`src/hdl/counter_pkg.sv`:
```
// constants, field layout and carrier types of the encoder counter core
// Functional notes
// - hysteresis setting 0..255, 0 and 1 disable
// - hysteresis applies to compare and flow evaluation
// - output held for programmed pulse duration
// - pulse programmable in 2.048ms steps to 522.24ms
// - zero pulse: output follows compare condition
// - load starts count, end bounds the range
// - no direction: full signed 32-bit range
// - forward: at end-1 next pulse reloads load
// - backward: at end+1 next pulse reloads load
// - with hardware gate, abort/resume follows hardware edges
// - abort: reopen restarts from load value
// - interrupt: reopen resumes from last count
// - endless starts at load, full range limits
// - endless: up at maximum wraps to minimum
// - endless: down at minimum wraps to maximum
// - sticky overflow/underflow flags until status clear
// - once undirected: wrap and close gate
// - halted gate needs rising gate edge; resume keeps count
// - once with abort: reopen restarts from load
// - once forward: at end-1 reload, close, event
// - once backward: at end+1 reload, close, event
// - once directed: reopen counts from load value
// - periodic undirected: limit reloads load, event
// - six-bit one-hot function select, zero endless
// - gate is soft AND hard; soft gate edge-driven
package counter_pkg;

  localparam int ADDR_W = 8;
  localparam int DATA_W = 32;

  localparam logic [ADDR_W-1:0] OFS_CTRL = 8'h00;
  localparam logic [ADDR_W-1:0] OFS_LOAD = 8'h04;
  localparam logic [ADDR_W-1:0] OFS_END = 8'h08;
  localparam logic [ADDR_W-1:0] OFS_CMP = 8'h0c;
  localparam logic [ADDR_W-1:0] OFS_HYST = 8'h10;
  localparam logic [ADDR_W-1:0] OFS_PULSE = 8'h14;
  localparam logic [ADDR_W-1:0] OFS_CMD = 8'h18;
  localparam logic [ADDR_W-1:0] OFS_COUNT = 8'h1c;
  localparam logic [ADDR_W-1:0] OFS_STATUS = 8'h20;

  // control register fields
  localparam int FCT_LSB = 0;
  localparam int FCT_W = 6;
  localparam int HARD_GATE_EN_BIT = 8;
  localparam int GATE_RESUME_BIT = 9;
  localparam int OUT_MODE_LSB = 16;
  localparam int OUT_MODE_W = 3;
  localparam int EVT_EN_OVF_BIT = 24;
  localparam int EVT_EN_UNF_BIT = 25;
  localparam int EVT_EN_END_BIT = 26;

  // command register bits, each acts on its rising edge
  localparam int CMD_OPEN_BIT = 0;
  localparam int CMD_CLOSE_BIT = 1;
  localparam int CMD_CLEAR_BIT = 2;

  // status register bits
  localparam int ST_GATE_BIT = 0;
  localparam int ST_SOFT_BIT = 1;
  localparam int ST_OVF_BIT = 2;
  localparam int ST_UNF_BIT = 3;
  localparam int ST_OUT_BIT = 4;
  localparam int ST_HALT_BIT = 5;

  localparam logic [5:0] FCT_ENDLESS = 6'h00;
  localparam logic [5:0] FCT_ONCE_FWD = 6'h01;
  localparam logic [5:0] FCT_ONCE_BWD = 6'h02;
  localparam logic [5:0] FCT_ONCE_NONE = 6'h04;
  localparam logic [5:0] FCT_PER_FWD = 6'h08;
  localparam logic [5:0] FCT_PER_BWD = 6'h10;
  localparam logic [5:0] FCT_PER_NONE = 6'h20;

  localparam logic [2:0] OUT_NEVER = 3'h0;
  localparam logic [2:0] OUT_GE = 3'h1;
  localparam logic [2:0] OUT_LE = 3'h2;
  localparam logic [2:0] OUT_EQ = 3'h4;

  localparam logic [31:0] CTRL_RST = 32'h00000000;
  localparam logic [31:0] LOAD_RST = 32'h00000000;
  localparam logic [31:0] END_RST = 32'h00000000;
  localparam logic [31:0] CMP_RST = 32'h00000000;
  localparam logic [7:0] HYST_RST = 8'h00;
  localparam logic [7:0] PULSE_RST = 8'h00;
  localparam logic [31:0] COUNT_RST = 32'h00000000;

  localparam logic [31:0] COUNT_MAX = 32'h7fffffff;
  localparam logic [31:0] COUNT_MIN = 32'h80000000;
  localparam logic [7:0] HYST_MIN_ACTIVE = 8'h02;

  localparam int CLK_PERIOD_NS = 100;
  localparam int PULSE_STEP_NS = 2048000;
  localparam int PULSE_MAX_NS = 522240000;
  localparam int PULSE_TICK_CYCLES = PULSE_STEP_NS / CLK_PERIOD_NS;
  localparam int PULSE_MAX_STEPS = PULSE_MAX_NS / PULSE_STEP_NS;

  typedef enum logic [2:0] {
    G_CLOSED = 3'b001,
    G_OPEN = 3'b010,
    G_HALTED = 3'b100
  } gate_st_e;

  typedef struct packed {
    logic [ADDR_W-1:0] addr;
    logic [DATA_W-1:0] wdata;
    logic wr;
    logic rd;
  } bus_req_s;

  typedef struct packed {
    logic up;
    logic down;
  } enc_pulse_s;

  typedef struct packed {
    logic overflow;
    logic underflow;
    logic end_reached;
  } event_s;

endpackage

```
`src/hdl/counter_core.sv`:
```
// signed 32-bit encoder counter with gate, range functions, flags and compare output
//
// Implementation choices: the plain strobed port and the address map.
`timescale 1ns/1ps
module counter_core
  import counter_pkg::*;
#(
  parameter int unsigned TICK_CYCLES = PULSE_TICK_CYCLES
) (
  input wire logic clk,
  input wire logic rst_n,
  input wire bus_req_s bus_req,
  output logic [DATA_W-1:0] rdata,
  input wire enc_pulse_s enc,
  input wire logic hard_gate,
  output logic compare_out,
  output logic overflow_flag,
  output logic underflow_flag,
  output logic gate_open,
  output logic [31:0] count_value,
  output event_s events
);

  typedef struct packed {
    logic [1:0] hard_sync;
    logic hard_prev;
    logic [31:0] ctrl;
    logic [31:0] load;
    logic [31:0] end_val;
    logic [31:0] cmp;
    logic [7:0] hyst;
    logic [7:0] pulse;
    logic [2:0] cmd;
    logic [2:0] cmd_prev;
    logic soft_gate;
    gate_st_e gate;
    logic fresh;
    logic [31:0] count;
    logic ovf;
    logic unf;
    logic flow_armed;
    logic cmp_hold;
    logic cond_prev;
    logic out;
    logic [7:0] pulse_left;
    logic [31:0] tick_cnt;
    event_s evt;
    logic [DATA_W-1:0] rdata;
  } state_s;

  localparam state_s ST_RESET = '{
    hard_sync: 2'h0,
    hard_prev: 1'b0,
    ctrl: CTRL_RST,
    load: LOAD_RST,
    end_val: END_RST,
    cmp: CMP_RST,
    hyst: HYST_RST,
    pulse: PULSE_RST,
    cmd: 3'h0,
    cmd_prev: 3'h0,
    soft_gate: 1'b0,
    gate: G_CLOSED,
    fresh: 1'b1,
    count: COUNT_RST,
    ovf: 1'b0,
    unf: 1'b0,
    flow_armed: 1'b1,
    cmp_hold: 1'b0,
    cond_prev: 1'b0,
    out: 1'b0,
    pulse_left: 8'h00,
    tick_cnt: 32'h00000000,
    evt: 3'h0,
    rdata: 32'h00000000
  };

  state_s s;
  state_s n;

  always_comb begin
    logic [5:0] fct;
    logic hw_en;
    logic resume;
    logic hyst_on;
    logic hard_eff;
    logic hard_rise;
    logic open_rise;
    logic close_rise;
    logic clear_rise;
    logic reopen;
    logic reload;
    logic is_once;
    logic is_per;
    logic is_fwd;
    logic is_bwd;
    logic is_none;
    logic up;
    logic dn;
    logic end_hit;
    logic ovf_hit;
    logic unf_hit;
    logic tick;
    logic flow_ok;
    logic [2:0] out_mode;
    logic signed [32:0] cnt_x;
    logic signed [32:0] cmp_x;
    logic signed [32:0] hyst_x;
    logic raw;
    logic held;
    logic cond;
    logic [31:0] flow_lo;
    logic [31:0] flow_hi;
    fct = s.ctrl[FCT_LSB +: FCT_W];
    hw_en = s.ctrl[HARD_GATE_EN_BIT];
    resume = s.ctrl[GATE_RESUME_BIT];
    out_mode = s.ctrl[OUT_MODE_LSB +: OUT_MODE_W];
    hyst_on = s.hyst >= HYST_MIN_ACTIVE;
    hard_eff = ~hw_en | s.hard_sync[1];
    hard_rise = s.hard_sync[1] & ~s.hard_prev;
    open_rise = s.cmd[CMD_OPEN_BIT] & ~s.cmd_prev[CMD_OPEN_BIT];
    close_rise = s.cmd[CMD_CLOSE_BIT] & ~s.cmd_prev[CMD_CLOSE_BIT];
    clear_rise = s.cmd[CMD_CLEAR_BIT] & ~s.cmd_prev[CMD_CLEAR_BIT];
    // unknown codes fall back to endless counting
    is_fwd = (fct == FCT_ONCE_FWD) | (fct == FCT_PER_FWD);
    is_bwd = (fct == FCT_ONCE_BWD) | (fct == FCT_PER_BWD);
    is_once = (fct == FCT_ONCE_FWD) | (fct == FCT_ONCE_BWD) | (fct == FCT_ONCE_NONE);
    is_per = (fct == FCT_PER_FWD) | (fct == FCT_PER_BWD) | (fct == FCT_PER_NONE);
    is_none = ~is_fwd & ~is_bwd;
    up = enc.up & ~enc.down;
    dn = enc.down & ~enc.up;
    end_hit = 1'b0;
    ovf_hit = 1'b0;
    unf_hit = 1'b0;
    reload = 1'b0;
    reopen = open_rise | (hw_en & hard_rise);
    tick = s.tick_cnt == 32'(TICK_CYCLES - 1);
    flow_ok = 1'b1;

    n = s;
    n.evt = '0;
    n.rdata = '0;
    n.hard_sync = {s.hard_sync[0], hard_gate};
    n.hard_prev = s.hard_sync[1];
    n.cmd_prev = s.cmd;

    if (bus_req.wr) begin
      case (bus_req.addr)
        OFS_CTRL: n.ctrl = bus_req.wdata;
        OFS_LOAD: n.load = bus_req.wdata;
        OFS_END: n.end_val = bus_req.wdata;
        OFS_CMP: n.cmp = bus_req.wdata;
        OFS_HYST: n.hyst = bus_req.wdata[7:0];
        OFS_PULSE: n.pulse = bus_req.wdata[7:0];
        OFS_CMD: n.cmd = bus_req.wdata[2:0];
        default: ;
      endcase
    end
    if (bus_req.rd) begin
      case (bus_req.addr)
        OFS_CTRL: n.rdata = s.ctrl;
        OFS_LOAD: n.rdata = s.load;
        OFS_END: n.rdata = s.end_val;
        OFS_CMP: n.rdata = s.cmp;
        OFS_HYST: n.rdata = {24'h000000, s.hyst};
        OFS_PULSE: n.rdata = {24'h000000, s.pulse};
        OFS_CMD: n.rdata = {29'h00000000, s.cmd};
        OFS_COUNT: n.rdata = s.count;
        OFS_STATUS: begin
          n.rdata[ST_GATE_BIT] = s.gate == G_OPEN;
          n.rdata[ST_SOFT_BIT] = s.soft_gate;
          n.rdata[ST_OVF_BIT] = s.ovf;
          n.rdata[ST_UNF_BIT] = s.unf;
          n.rdata[ST_OUT_BIT] = s.out;
          n.rdata[ST_HALT_BIT] = s.gate == G_HALTED;
        end
        default: n.rdata = '0;
      endcase
    end

    if (close_rise) begin
      n.soft_gate = 1'b0;
    end else if (open_rise) begin
      n.soft_gate = 1'b1;
    end

    case (s.gate)
      G_CLOSED: begin
        if (s.soft_gate & hard_eff) begin
          n.gate = G_OPEN;
          // with the hardware gate in use only its edge may abort
          reload = s.fresh | (~resume & (~hw_en | hard_rise));
        end
      end
      G_OPEN: begin
        if (~(s.soft_gate & hard_eff)) begin
          n.gate = G_CLOSED;
        end else if (up) begin
          if (is_fwd && s.count == s.end_val - 32'h00000001) begin
            n.count = s.load;
            end_hit = 1'b1;
          end else if (s.count == COUNT_MAX) begin
            ovf_hit = 1'b1;
            n.count = is_per ? s.load : COUNT_MIN;
            if (is_once & is_none) begin
              n.gate = G_HALTED;
            end
          end else begin
            n.count = s.count + 32'h00000001;
          end
        end else if (dn) begin
          if (is_bwd && s.count == s.end_val + 32'h00000001) begin
            n.count = s.load;
            end_hit = 1'b1;
          end else if (s.count == COUNT_MIN) begin
            unf_hit = 1'b1;
            n.count = is_per ? s.load : COUNT_MAX;
            if (is_once & is_none) begin
              n.gate = G_HALTED;
            end
          end else begin
            n.count = s.count - 32'h00000001;
          end
        end
        if (end_hit & is_once) begin
          n.gate = G_HALTED;
        end
      end
      G_HALTED: begin
        if (~s.soft_gate) begin
          n.gate = G_CLOSED;
        end else if (reopen & hard_eff) begin
          n.gate = G_OPEN;
          // directed once-mode already reloaded at the end value
          reload = ~resume & (~hw_en | hard_rise);
        end
      end
      default: n.gate = G_CLOSED;
    endcase

    if (reload) begin
      n.count = s.load;
      n.fresh = 1'b0;
    end else if (n.gate == G_OPEN) begin
      n.fresh = 1'b0;
    end

    // flow events are suppressed until the count leaves the wrap zone
    flow_lo = COUNT_MIN + {24'h000000, s.hyst};
    flow_hi = COUNT_MAX - {24'h000000, s.hyst};
    // re-arm only once the count is well clear of both limits
    if (~s.flow_armed
        && $signed(s.count) >= $signed(flow_lo)
        && $signed(s.count) <= $signed(flow_hi)) begin
      n.flow_armed = 1'b1;
    end
    if (ovf_hit | unf_hit) begin
      if (hyst_on) begin
        n.flow_armed = 1'b0;
      end
      // a jitter back across the wrap must not flag a second flow
      flow_ok = ~hyst_on | s.flow_armed;
    end
    ovf_hit = ovf_hit & flow_ok;
    unf_hit = unf_hit & flow_ok;
    // set wins over a clear in the same cycle
    n.ovf = (s.ovf & ~clear_rise) | ovf_hit;
    n.unf = (s.unf & ~clear_rise) | unf_hit;
    n.evt.overflow = ovf_hit & s.ctrl[EVT_EN_OVF_BIT];
    n.evt.underflow = unf_hit & s.ctrl[EVT_EN_UNF_BIT];
    // periodic undirected wraps count as reaching the end of a period
    n.evt.end_reached = (end_hit | (is_per & is_none & (ovf_hit | unf_hit)))
                        & s.ctrl[EVT_EN_END_BIT];

    // compare in 33 bits so threshold offsets cannot wrap
    cnt_x = $signed({s.count[31], s.count});
    cmp_x = $signed({s.cmp[31], s.cmp});
    hyst_x = $signed({25'h0000000, s.hyst});
    case (out_mode)
      OUT_GE: begin
        raw = cnt_x >= cmp_x;
        held = cnt_x > cmp_x - hyst_x;
      end
      OUT_LE: begin
        raw = cnt_x <= cmp_x;
        held = cnt_x < cmp_x + hyst_x;
      end
      OUT_EQ: begin
        raw = cnt_x == cmp_x;
        held = (cnt_x > cmp_x - hyst_x) && (cnt_x < cmp_x + hyst_x);
      end
      default: begin
        raw = 1'b0;
        held = 1'b0;
      end
    endcase
    cond = raw | (hyst_on & s.cmp_hold & held);
    n.cmp_hold = cond;
    n.cond_prev = cond;

    // free-running timebase; pulse length is accurate to one step
    n.tick_cnt = tick ? 32'h00000000 : s.tick_cnt + 32'h00000001;
    if (s.pulse == 8'h00) begin
      n.pulse_left = 8'h00;
      n.out = cond;
    end else begin
      if (s.pulse_left != 8'h00) begin
        // no retrigger while a pulse is running
        if (tick) begin
          n.pulse_left = s.pulse_left - 8'h01;
        end
      end else if (cond & ~s.cond_prev) begin
        n.pulse_left = s.pulse;
      end
      n.out = n.pulse_left != 8'h00;
    end
  end

  always_ff @(posedge clk or negedge rst_n) begin
    if (!rst_n) begin
      s <= ST_RESET;
    end else begin
      s <= n;
    end
  end

  assign rdata = s.rdata;
  assign compare_out = s.out;
  assign overflow_flag = s.ovf;
  assign underflow_flag = s.unf;
  assign gate_open = s.gate == G_OPEN;
  assign count_value = s.count;
  assign events = s.evt;

endmodule

```
`config.mk`:
```
export PLATFORM = sky130hd
export DESIGN_NAME = counter_core
export DESIGN_NICKNAME = d
export VERILOG_FILES = /design/src/hdl/counter_pkg.sv /design/src/hdl/counter_core.sv
export SDC_FILE = /design/constraint.sdc
export NUM_CORES = 1
export LEC_CHECK = 0
export BUFFER_PORTS_ARGS = -buffer_cell sky130_fd_sc_hd__buf_2
export CORE_MARGIN = 3
export CORE_UTILIZATION = 60
export DETAILED_ROUTE_END_ITERATION = 8
export PLACE_DENSITY = 0.88
export SLEW_MARGIN = 0
export SYNTH_ARGS = -nofsm -noshare
export SYNTH_HDL_FRONTEND = slang
export SYNTH_SLANG_ARGS = --single-unit
```
`constraint.sdc`:
```
create_clock -name clk -period 6.55 [get_ports clk]
set_input_delay 0.655 -clock clk [delete_from_list [all_inputs] [get_ports clk]]
set_output_delay 0.655 -clock clk [all_outputs]
set_load 0.01 [all_outputs]
```
### Word-level counts from Yosys, hierarchy flattened

Cells that the tools add are included.

* bits of input ports: 47
* register bits after elaboration: 270

* equality and inequality tests: 27
* $add $sub $neg: 10
* bitwise operators: 56
* mux-type cells: 65
* reduce and logical (&&, ||, !) cells: 22
* magnitude comparators: 7

Operator list (count)
* $mux 32: 13
* $pmux 26 s7: 1
* $add 32x1->32 const B: 3
* $eq 32x32->1: 3
* $ge 32x32->1: 2
* $le 32x32->1: 2
* $sub 32x1->32 const B: 2
* $pmux 6 s9: 1
* $mux 3: 12
* $add 32x9->33: 1
* $gt 32x33->1: 1
* $lt 32x33->1: 1
* $sub 32x9->33: 1
* $add 32x8->32 const A: 1
* $eq 32x15->1 const B: 1
* $eq 32x31->1 const B: 1
* $eq 32x32->1 const B: 1
* $eq 8x5->1 const B: 4
* $mux 8: 4
* $sub 31x8->32 const A: 1
* $mux 1: 29
* $and 1x1->1: 25
* $or 1x1->1: 17
* $eq 8x4->1 const B: 2
* other kinds (25): 58

### Depth between registers and ports, before layout

Gate-level depths: netlist (run 1).

* depth in word-level cells: 16
* depth in mapped cells: 26
* mapped depth without buffers: 25

### Worst setup path before layout (run 1)

Ideal clock, no wire load.

* path type: reg2reg
* start point: register s[140] (netlist name)
* end point: register s, in the netlist compare_out
* setup time: 0.171 ns
* arrival time: 4.461 ns
* required time: 6.379 ns
* stages on the path, launching flop included: 27
* path buffers: 1
* setup slack: 1.918 ns
* path through: dfrtp_1 > inv_1 > ha_1 > inv_1 > fa_1 > nand2_1 > nand2_1 > a21oi_1 > o21ai_0 > a21oi_1 > nor2b_1 > o21a_1 > nor3_1 > clkbuf_1 > nand2_1 > xnor2_1 > ha_1 > a21o_1 > a21o_1 > a21o_1 > a21oi_1 > nor2_1 > nor4b_1 > a21oi_1 > a31o_2 > a21boi_0 > a32oi_1

RTL lines
* from (decl): RTL line counter_core.sv:78 `state_s s;`
* from (signal assigned): RTL line counter_core.sv:323 `s <= n;`

==> qor.txt, run 1 <==
Status - finished with violations
Failing checks - design-rule violations
Final Hold Viols - 0
Clock Root Buffer - clkbuf_16
Number of library cell types mapped by synthesis - 93
Post-synthesis async set-or-reset flop share - 100.0%
Final Max Slew Viols - 0
Crit path capture type - flop
Worst min-delay path category - input port to async pin
CTS max path bufs - 3
Filler cells - 2780
Hold buffers post-CTS - 0
Seq/Total Area, Yosys - 32.14%
Lkg Pwr - 0.01012 µW
Max IR drop VDD - 0.2946 mV
DR iter-0 viols - 2875
Post-synth top area share - 31.77%
Resized cells post-CTS - 0
Die X-Extent - 193.2 µm
Layout Cells excl Fill - 2806
Crit path launch type - flop
Area contributors post-synth - dfrtp_1, ha_1, mux2_2, xnor2_1, a21oi_1
I/O pin count - 118
Yosys top cell by area - dfrtp_1
Routed length on met3 - 8319 µm
Top_reg_cell synth - dfrtp_1
Max-cap violations - 0
First-pass GRT wire length - 113600 µm
Most common cell after layout, fill and taps aside - dfrtp_1
CP Max Fanout - 8
Vias in the first global route - 19260
Critical path type - flop to flop
Area growth syn-to-layout - 7.478%
Fin Clk Skew - 0.03342 ns
Total CTS buffers - 30
All-layer global routing usage - 38.26%
Period utilization - 90.49%
Met1 WL - 28280 µm
DRC viols - 5
Syn Nets - 2522
Metal2 WL - 32880 µm
Max Used Layer - met5
Most frequent cells in the layout - dfrtp_1, mux2_2, ha_1
CP arrival - 6.36 ns
Setup TNS - 0 ns
WL per Instance - 26.57 µm
Die Ht - 193.2 µm
Initial antenna violation count - 3
Worst-path clk slew - 0.07 ns
Power per cell area - 346.6 nW/µm²
Clock Latency Late Sink - 0.59 ns
Final #Nets - 2520
Starting Density - 61.79%
Routed Antenna Nets - 0
Largest net degree at the start of global routing - 88
H-tree levels - 1
Min cycle time layout - 5.927 ns
Relative slew slack - 15.86%
Ys Warns - 0
Fmax - 168.7 MHz
PortBufs - 117
Router iterations before antenna repair - 9
Global route total overflow - 0
Routed WL - 74550 µm
Measured slew at the worst slew-check pin - 1.251 ns
Worst Path Required - 6.98 ns
FF+latch count, synth - 270
Detail Placement HPWL - 54450 µm
RD Place Congestion - 1.006
Rows - 67
Ratio of cells with drive above 1 in the final layout - 17.35%
Buffer count from post-CTS setup fixing - 0
Placed cell count - 2749
Die footprint - 37330 µm²
Post-Syn Instances - 2335
CTS tree - yes
Routed via count - 19880
Vias/cell - 7.084
Synthesized area per cell - 9.007 µm²
Sink Count - 270
Synth Cell Area - 21030 µm²
Core ar. - 34040 µm²
# setup viols final - 0
RSZ-0062 raised after global routing - no
EDFF count, synth - 0
-- layer usage --
metal | up-vias | track usage, %
li1 | 8558 | -
met1 | 9573 | 49.67
met2 | 1431 | 59.98
met3 | 313 | 8.732
met4 | 4 | 20.20
met5 | - | 0
-- cell type report --
cell class,instances,area [µm²],share of cell area (%)
diodes,1,2.502,0.01107
flip-flops and latches,270,6760,29.91
clock inverters,18,226.5,1.002
repair buffers,172,1008,4.461
multi-input cells,1765,12870,56.95
clock buffers,38,820.8,3.631
well taps,448,560.5,2.480
inverters,94,352.8,1.561
-- per-stage QoR --
stage          hold WS (ns)  worst slack [ns]  utilization, %  total power, µW  instance area, µm²
5_1_grt              0.1041            0.1643           66.41             8228               22600
4_1_cts             0.08700            0.7803           66.41             7707               22600
3_5_place_dp         0.3623            0.8294           63.33             5892               21550
6_report            0.06515            0.6227           66.41             7835               22600
2_1_floorplan        0.3312             1.918               -             4749               21030
3_3_place_gp         0.3375            0.9983           63.33             5799               21550
-- synth_stat cells, drive strengths merged (24+ instances only) --
library cell	n
or3	24
ha	138
buf	92
dfrtp	267
nor2	142
xor2	67
mux2	148
clkbuf	114
a22oi	47
inv	88
nand2	137
o211ai	24
o21ai	80
nand3	91
nand4	58
a21oi	122
nor3	74
and3	34
nor2b	28
a222oi	29
a21o	28
a31oi	29
nor4	48
xnor2	129
-- cell families (layout without fill, tap and decap cells) --
logic type / after synthesis / count (layout) / share of synthesized area [%]
multiplexers: 160 / 160 / 8.495
AND/OR/NAND/NOR: 746 / 746 / 18.75
flip-flops: 270 / 270 / 32.14
XOR/XNOR: 197 / 197 / 8.275
other: 0 / 1 / 0
buffers and inverters: 300 / 322 / 6.711
AO/OA/AOI/OAI: 522 / 522 / 17.22
adder cells (fa/ha/maj): 140 / 140 / 8.400
-- worst max-delay path, cell delays in order, from the launching register on --
cell and delay, ns:
dfrtp_1 0.46, inv_1 0.18, fa_1 0.49, nand2_1 0.08
nand2_1 0.06, a21oi_1 0.21, o21ai_0 0.13, a21oi_1 0.25
nor2b_1 0.08, o21a_1 0.21, nor3_1 0.65, buf_4 0.30
nand2_1 0.08, xnor2_1 0.16, ha_1 0.27, a21o_1 0.19
a21o_1 0.18, a21o_1 0.17, a21oi_1 0.13, nor2_1 0.05
nor4b_1 0.50, a21oi_1 0.14, a31o_2 0.23, a21boi_0 0.47
a32oi_1 0.10
-- sequential cells by signal, indices dropped and copies added (netlist names) --
name / flops
compare_out: 1
count_value: 32
events: 3
n: 5
overflow_flag: 1
rdata: 32
s: 195
underflow_flag: 1
-- power by group --
| part | leakage [µW] | internal [µW] | switching [µW] | total (µW) |
|---|---|---|---|---|
| logic | 0.00592 | 1490 | 2330 | 3820 |
| clock network | 0.000517 | 1050 | 753 | 1810 |
| registers | 0.00368 | 1810 | 398 | 2200 |
-- worst paths after layout --
path                       startpoint          end  slack (ns)  depth (start not counted)
max reg2reg                    s[133]  compare_out        0.62                         24
min in group clk            hard_gate       n[270]        0.17                          1
max                            s[133]  compare_out        0.62                         24
min                             rst_n       s[172]        0.07                          1
min reg2reg                    n[270]       n[268]        0.37                          0
max in group asynchronous       rst_n    rdata[20]        5.07                          2
(Power assumes the default switching activity.)
==> inputs of run 2 (changes only) <==
--- a/config.mk
+++ b/config.mk
@@ -6,10 +6,13 @@
 export NUM_CORES = 1
 export LEC_CHECK = 0
 export BUFFER_PORTS_ARGS = -buffer_cell sky130_fd_sc_hd__buf_2
+export CAP_MARGIN = 10
+export CELL_PAD_IN_SITES_DETAIL_PLACEMENT = 2
+export CELL_PAD_IN_SITES_GLOBAL_PLACEMENT = 2
 export CORE_MARGIN = 3
-export CORE_UTILIZATION = 60
+export CORE_UTILIZATION = 40
 export DETAILED_ROUTE_END_ITERATION = 8
-export PLACE_DENSITY = 0.88
+export PLACE_DENSITY = 0.91
 export SLEW_MARGIN = 0
 export SYNTH_ARGS = -nofsm -noshare
 export SYNTH_HDL_FRONTEND = slang
==> run 2 against run 1 <==
Compared with the run above:
- the flow now finishes without violations
- setup slack worse by 0.14 ns
- critical path type unchanged
- global-route usage down 3.3 points
- sequential cell count unchanged
- total power up 8.0%
- sequential power about the same
- fmax down 2.3%
- clock-buffer cell count up 12
- largest power group unchanged
- die area up 48%
- first-iteration DRC count down 34%
- hold slack better by 0.074 ns
- largest cell class unchanged
==> qor.txt, run 2 (synthesized netlist as in run 1, its figures left out) <==
Status - finished clean
Measured slew at the worst slew-check pin - 1.341 ns (+0.09010 ns)
Most common cell after layout, fill and taps aside - dfrtp_1
Post-Route Utilization - 44.64% (-22 points)
CTS max path bufs - 3 (unchanged)
Crit path capture type - flop
Max IR drop VDD - 0.1991 mV (-32%)
Final Max Slew Viols - 0 (unchanged)
Critical path cell sequence - ha_1 -> inv_1 -> fa_1 -> o21bai_1 -> a21oi_1 -> o21bai_1 -> a21oi_1 -> o21bai_1 -> a21oi_1 -> or3_1 -> nand2b_1 -> nor3_1 -> xnor2_1 -> ha_1 -> and3_1 -> nand4_1 -> or2_2 -> nor4_1 -> o21ai_0 -> a211o_1 -> nand4_1 -> o21ai_0 -> a21boi_0 -> a32oi_1
Final Hold Viols - 0 (unchanged)
Routed Antenna Nets - 0 (unchanged)
Max-cap violations - 0 (unchanged)
Placed cell count - 2983 (+8.5%)
R2R cell count - 24 (unchanged)
Final #Nets - 2527 (+0.28%)
R2R Path End - compare_out
Final instance area - 23090 µm² (+2.1%)
Worst min-delay path category - input port to async pin
Routed WL - 99260 µm (+33%)
I/O pin count - 118 (unchanged)
Critical path type - flop to flop
Delay-heaviest family, CP - compound AO/OA/AOI/OAI gates
Period utilization - 92.60% (+2.1 points)
PortBufs - 117 (unchanged)
RSZ-0062 raised after global routing - no
Initial antenna violation count - 2 (-1)
Clock Root Buffer - clkbuf_16
Lkg Pwr - 0.01021 µW (+0.86%)
Min cycle time layout - 6.066 ns (+0.1382 ns)
Worst Path Required - 6.96 ns (-0.02 ns)
CTS tree - yes
DR iter-0 viols - 1898 (-34%)
Power per cell area - 366.6 nW/µm² (+5.8%)
WL per Instance - 32.57 µm (+23%)
Layout Cells excl Fill - 3048 (+8.6%)
First-pass GRT wire length - 149500 µm (+32%)
Router iterations before antenna repair - 8 (-1)
Total power - 8464 µW (+8.0%)
Die X-Extent - 235.3 µm (+22%)
Fin Clk Skew - 0.02158 ns (-0.01185 ns)
# setup viols final - 0 (unchanged)
Total CTS buffers - 35 (+17%)
Die Ht - 235.3 µm (+22%)
Setup TNS - 0 ns (unchanged)
Area growth syn-to-layout - 9.781%
Max reg flops - 195 (unchanged)
Core ar. - 51720 µm² (+52%)
Largest net degree at the start of global routing - 113 (+28%)
Starting Density - 40.67% (-21 points)
Sink Count - 270 (unchanged)
Die footprint - 55370 µm² (+48%)
Clock Latency Late Sink - 0.59 ns (about the same)
Worst path max stage delay - 0.66 ns (about the same)
CP Max Fanout - 7 (-1)
Buf/Inv on CP - 1 (-1)
Cell Area, Placed - 21860 µm² (+1.4%)
Routed via count - 20840 (+4.8%)
RR Startpoint - s[132]
R2R Setup Slk - 0.48 ns (-0.14 ns)
All-layer global routing usage - 34.92% (-3.3 points)
Global route total overflow - 0 (unchanged)
Fmax - 164.9 MHz (-2.3%)
Detail Placement HPWL - 70630 µm (+30%)
RD Place Congestion - 0.9298 (-7.6%)
Crit path launch type - flop
Vias/cell - 6.838 (-3.5%)
Ratio of cells with drive above 1 in the final layout - 17.70% (+0.35 points)
Worst-path clk slew - 0.07 ns (about the same)
Relative slew slack - 9.802% (-6.1 points)
CP max-delay cell - a21boi_0
Buffer count from post-CTS setup fixing - 0 (unchanged)
Rows - 83 (+24%)
Most frequent cells in the layout - dfrtp_1, mux2_2, ha_1
Vias in the first global route - 23050 (+20%)
DRC viols - 0 (-5)
CP arrival - 6.48 ns (+0.12 ns)
Largest Register - s
H-tree levels - 2 (+1)
## run 2: changes by cell type in the layout (fill, tap and decap cells not counted), sizes merged
cell and change:
clkbuf +12, clkinv -3, buf +2, bufinv -1, clkinvlp +1, inv -1
## run 2: worst register-to-register path, stage by stage (launching register included)
cell and delay [ns]:
dfrtp_1 0.47, ha_1 0.21, inv_1 0.06, fa_1 0.42
o21bai_1 0.19, a21oi_1 0.12, o21bai_1 0.16, a21oi_1 0.12
o21bai_1 0.15, a21oi_1 0.13, or3_1 0.50, nand2b_1 0.30
nor3_1 0.26, xnor2_1 0.10, ha_1 0.28, and3_1 0.19
nand4_1 0.13, or2_2 0.33, nor4_1 0.25, o21ai_0 0.15
a211o_1 0.33, nand4_1 0.09, o21ai_0 0.13, a21boi_0 0.66
a32oi_1 0.17
## run 2: what timing repair did
action                     CTS  global route
hold buffers                 0             0
gates resized for setup      0             2
setup endpoints to repair    0             2
## run 2: per-stage QoR
step | setup slack (ns) | hold WS, ns
2_1_floorplan | 1.918 | 0.3312
3_3_place_gp | 0.9566 | 0.3380
3_5_place_dp | 0.3838 | 0.3832
4_1_cts | 0.2481 | 0.1460
5_1_grt | 0.1552 | 0.1588
6_report | 0.4844 | 0.1395
## run 2: power breakdown
part           internal, µW  switching [µW]  total, µW
Sequential             1810             421       2230
Clock                  1210             872       2090
Combinational          1510            2640       4150
Total                  4530            3930       8460
## run 2: layout make-up
class | count | area, µm²
Inverter | 94 | 352.8
Multi-Input combinational cell | 1765 | 12890
Timing Repair Buffer | 174 | 1023
Fill cell | 5560 | 28630
Clock buffer | 50 | 1012
Clock inverter | 14 | 198.9
Antenna cell | 1 | 2.502
Tap cell | 680 | 850.8
Sequential cell | 270 | 6760
## run 2: routing by layer
metal  up-vias  global-route usage [%]  share of wire, %
met1     10740                   41.86                38
met3       376                   6.584               7.5
met2      1164                   58.23                48
li1       8561                       -                 -
met4         4                   21.11               6.5
met5         -                       0             0.027
## run 2: worst max-delay path by stage
stage	start	cells after the start	end
floorplan	s[140]	26	compare_out
global placement	s[132]	24	compare_out
detailed placement	s[149]	21	compare_out
CTS	s[149]	21	compare_out
global route	s[149]	21	compare_out
finish	s[132]	24	compare_out
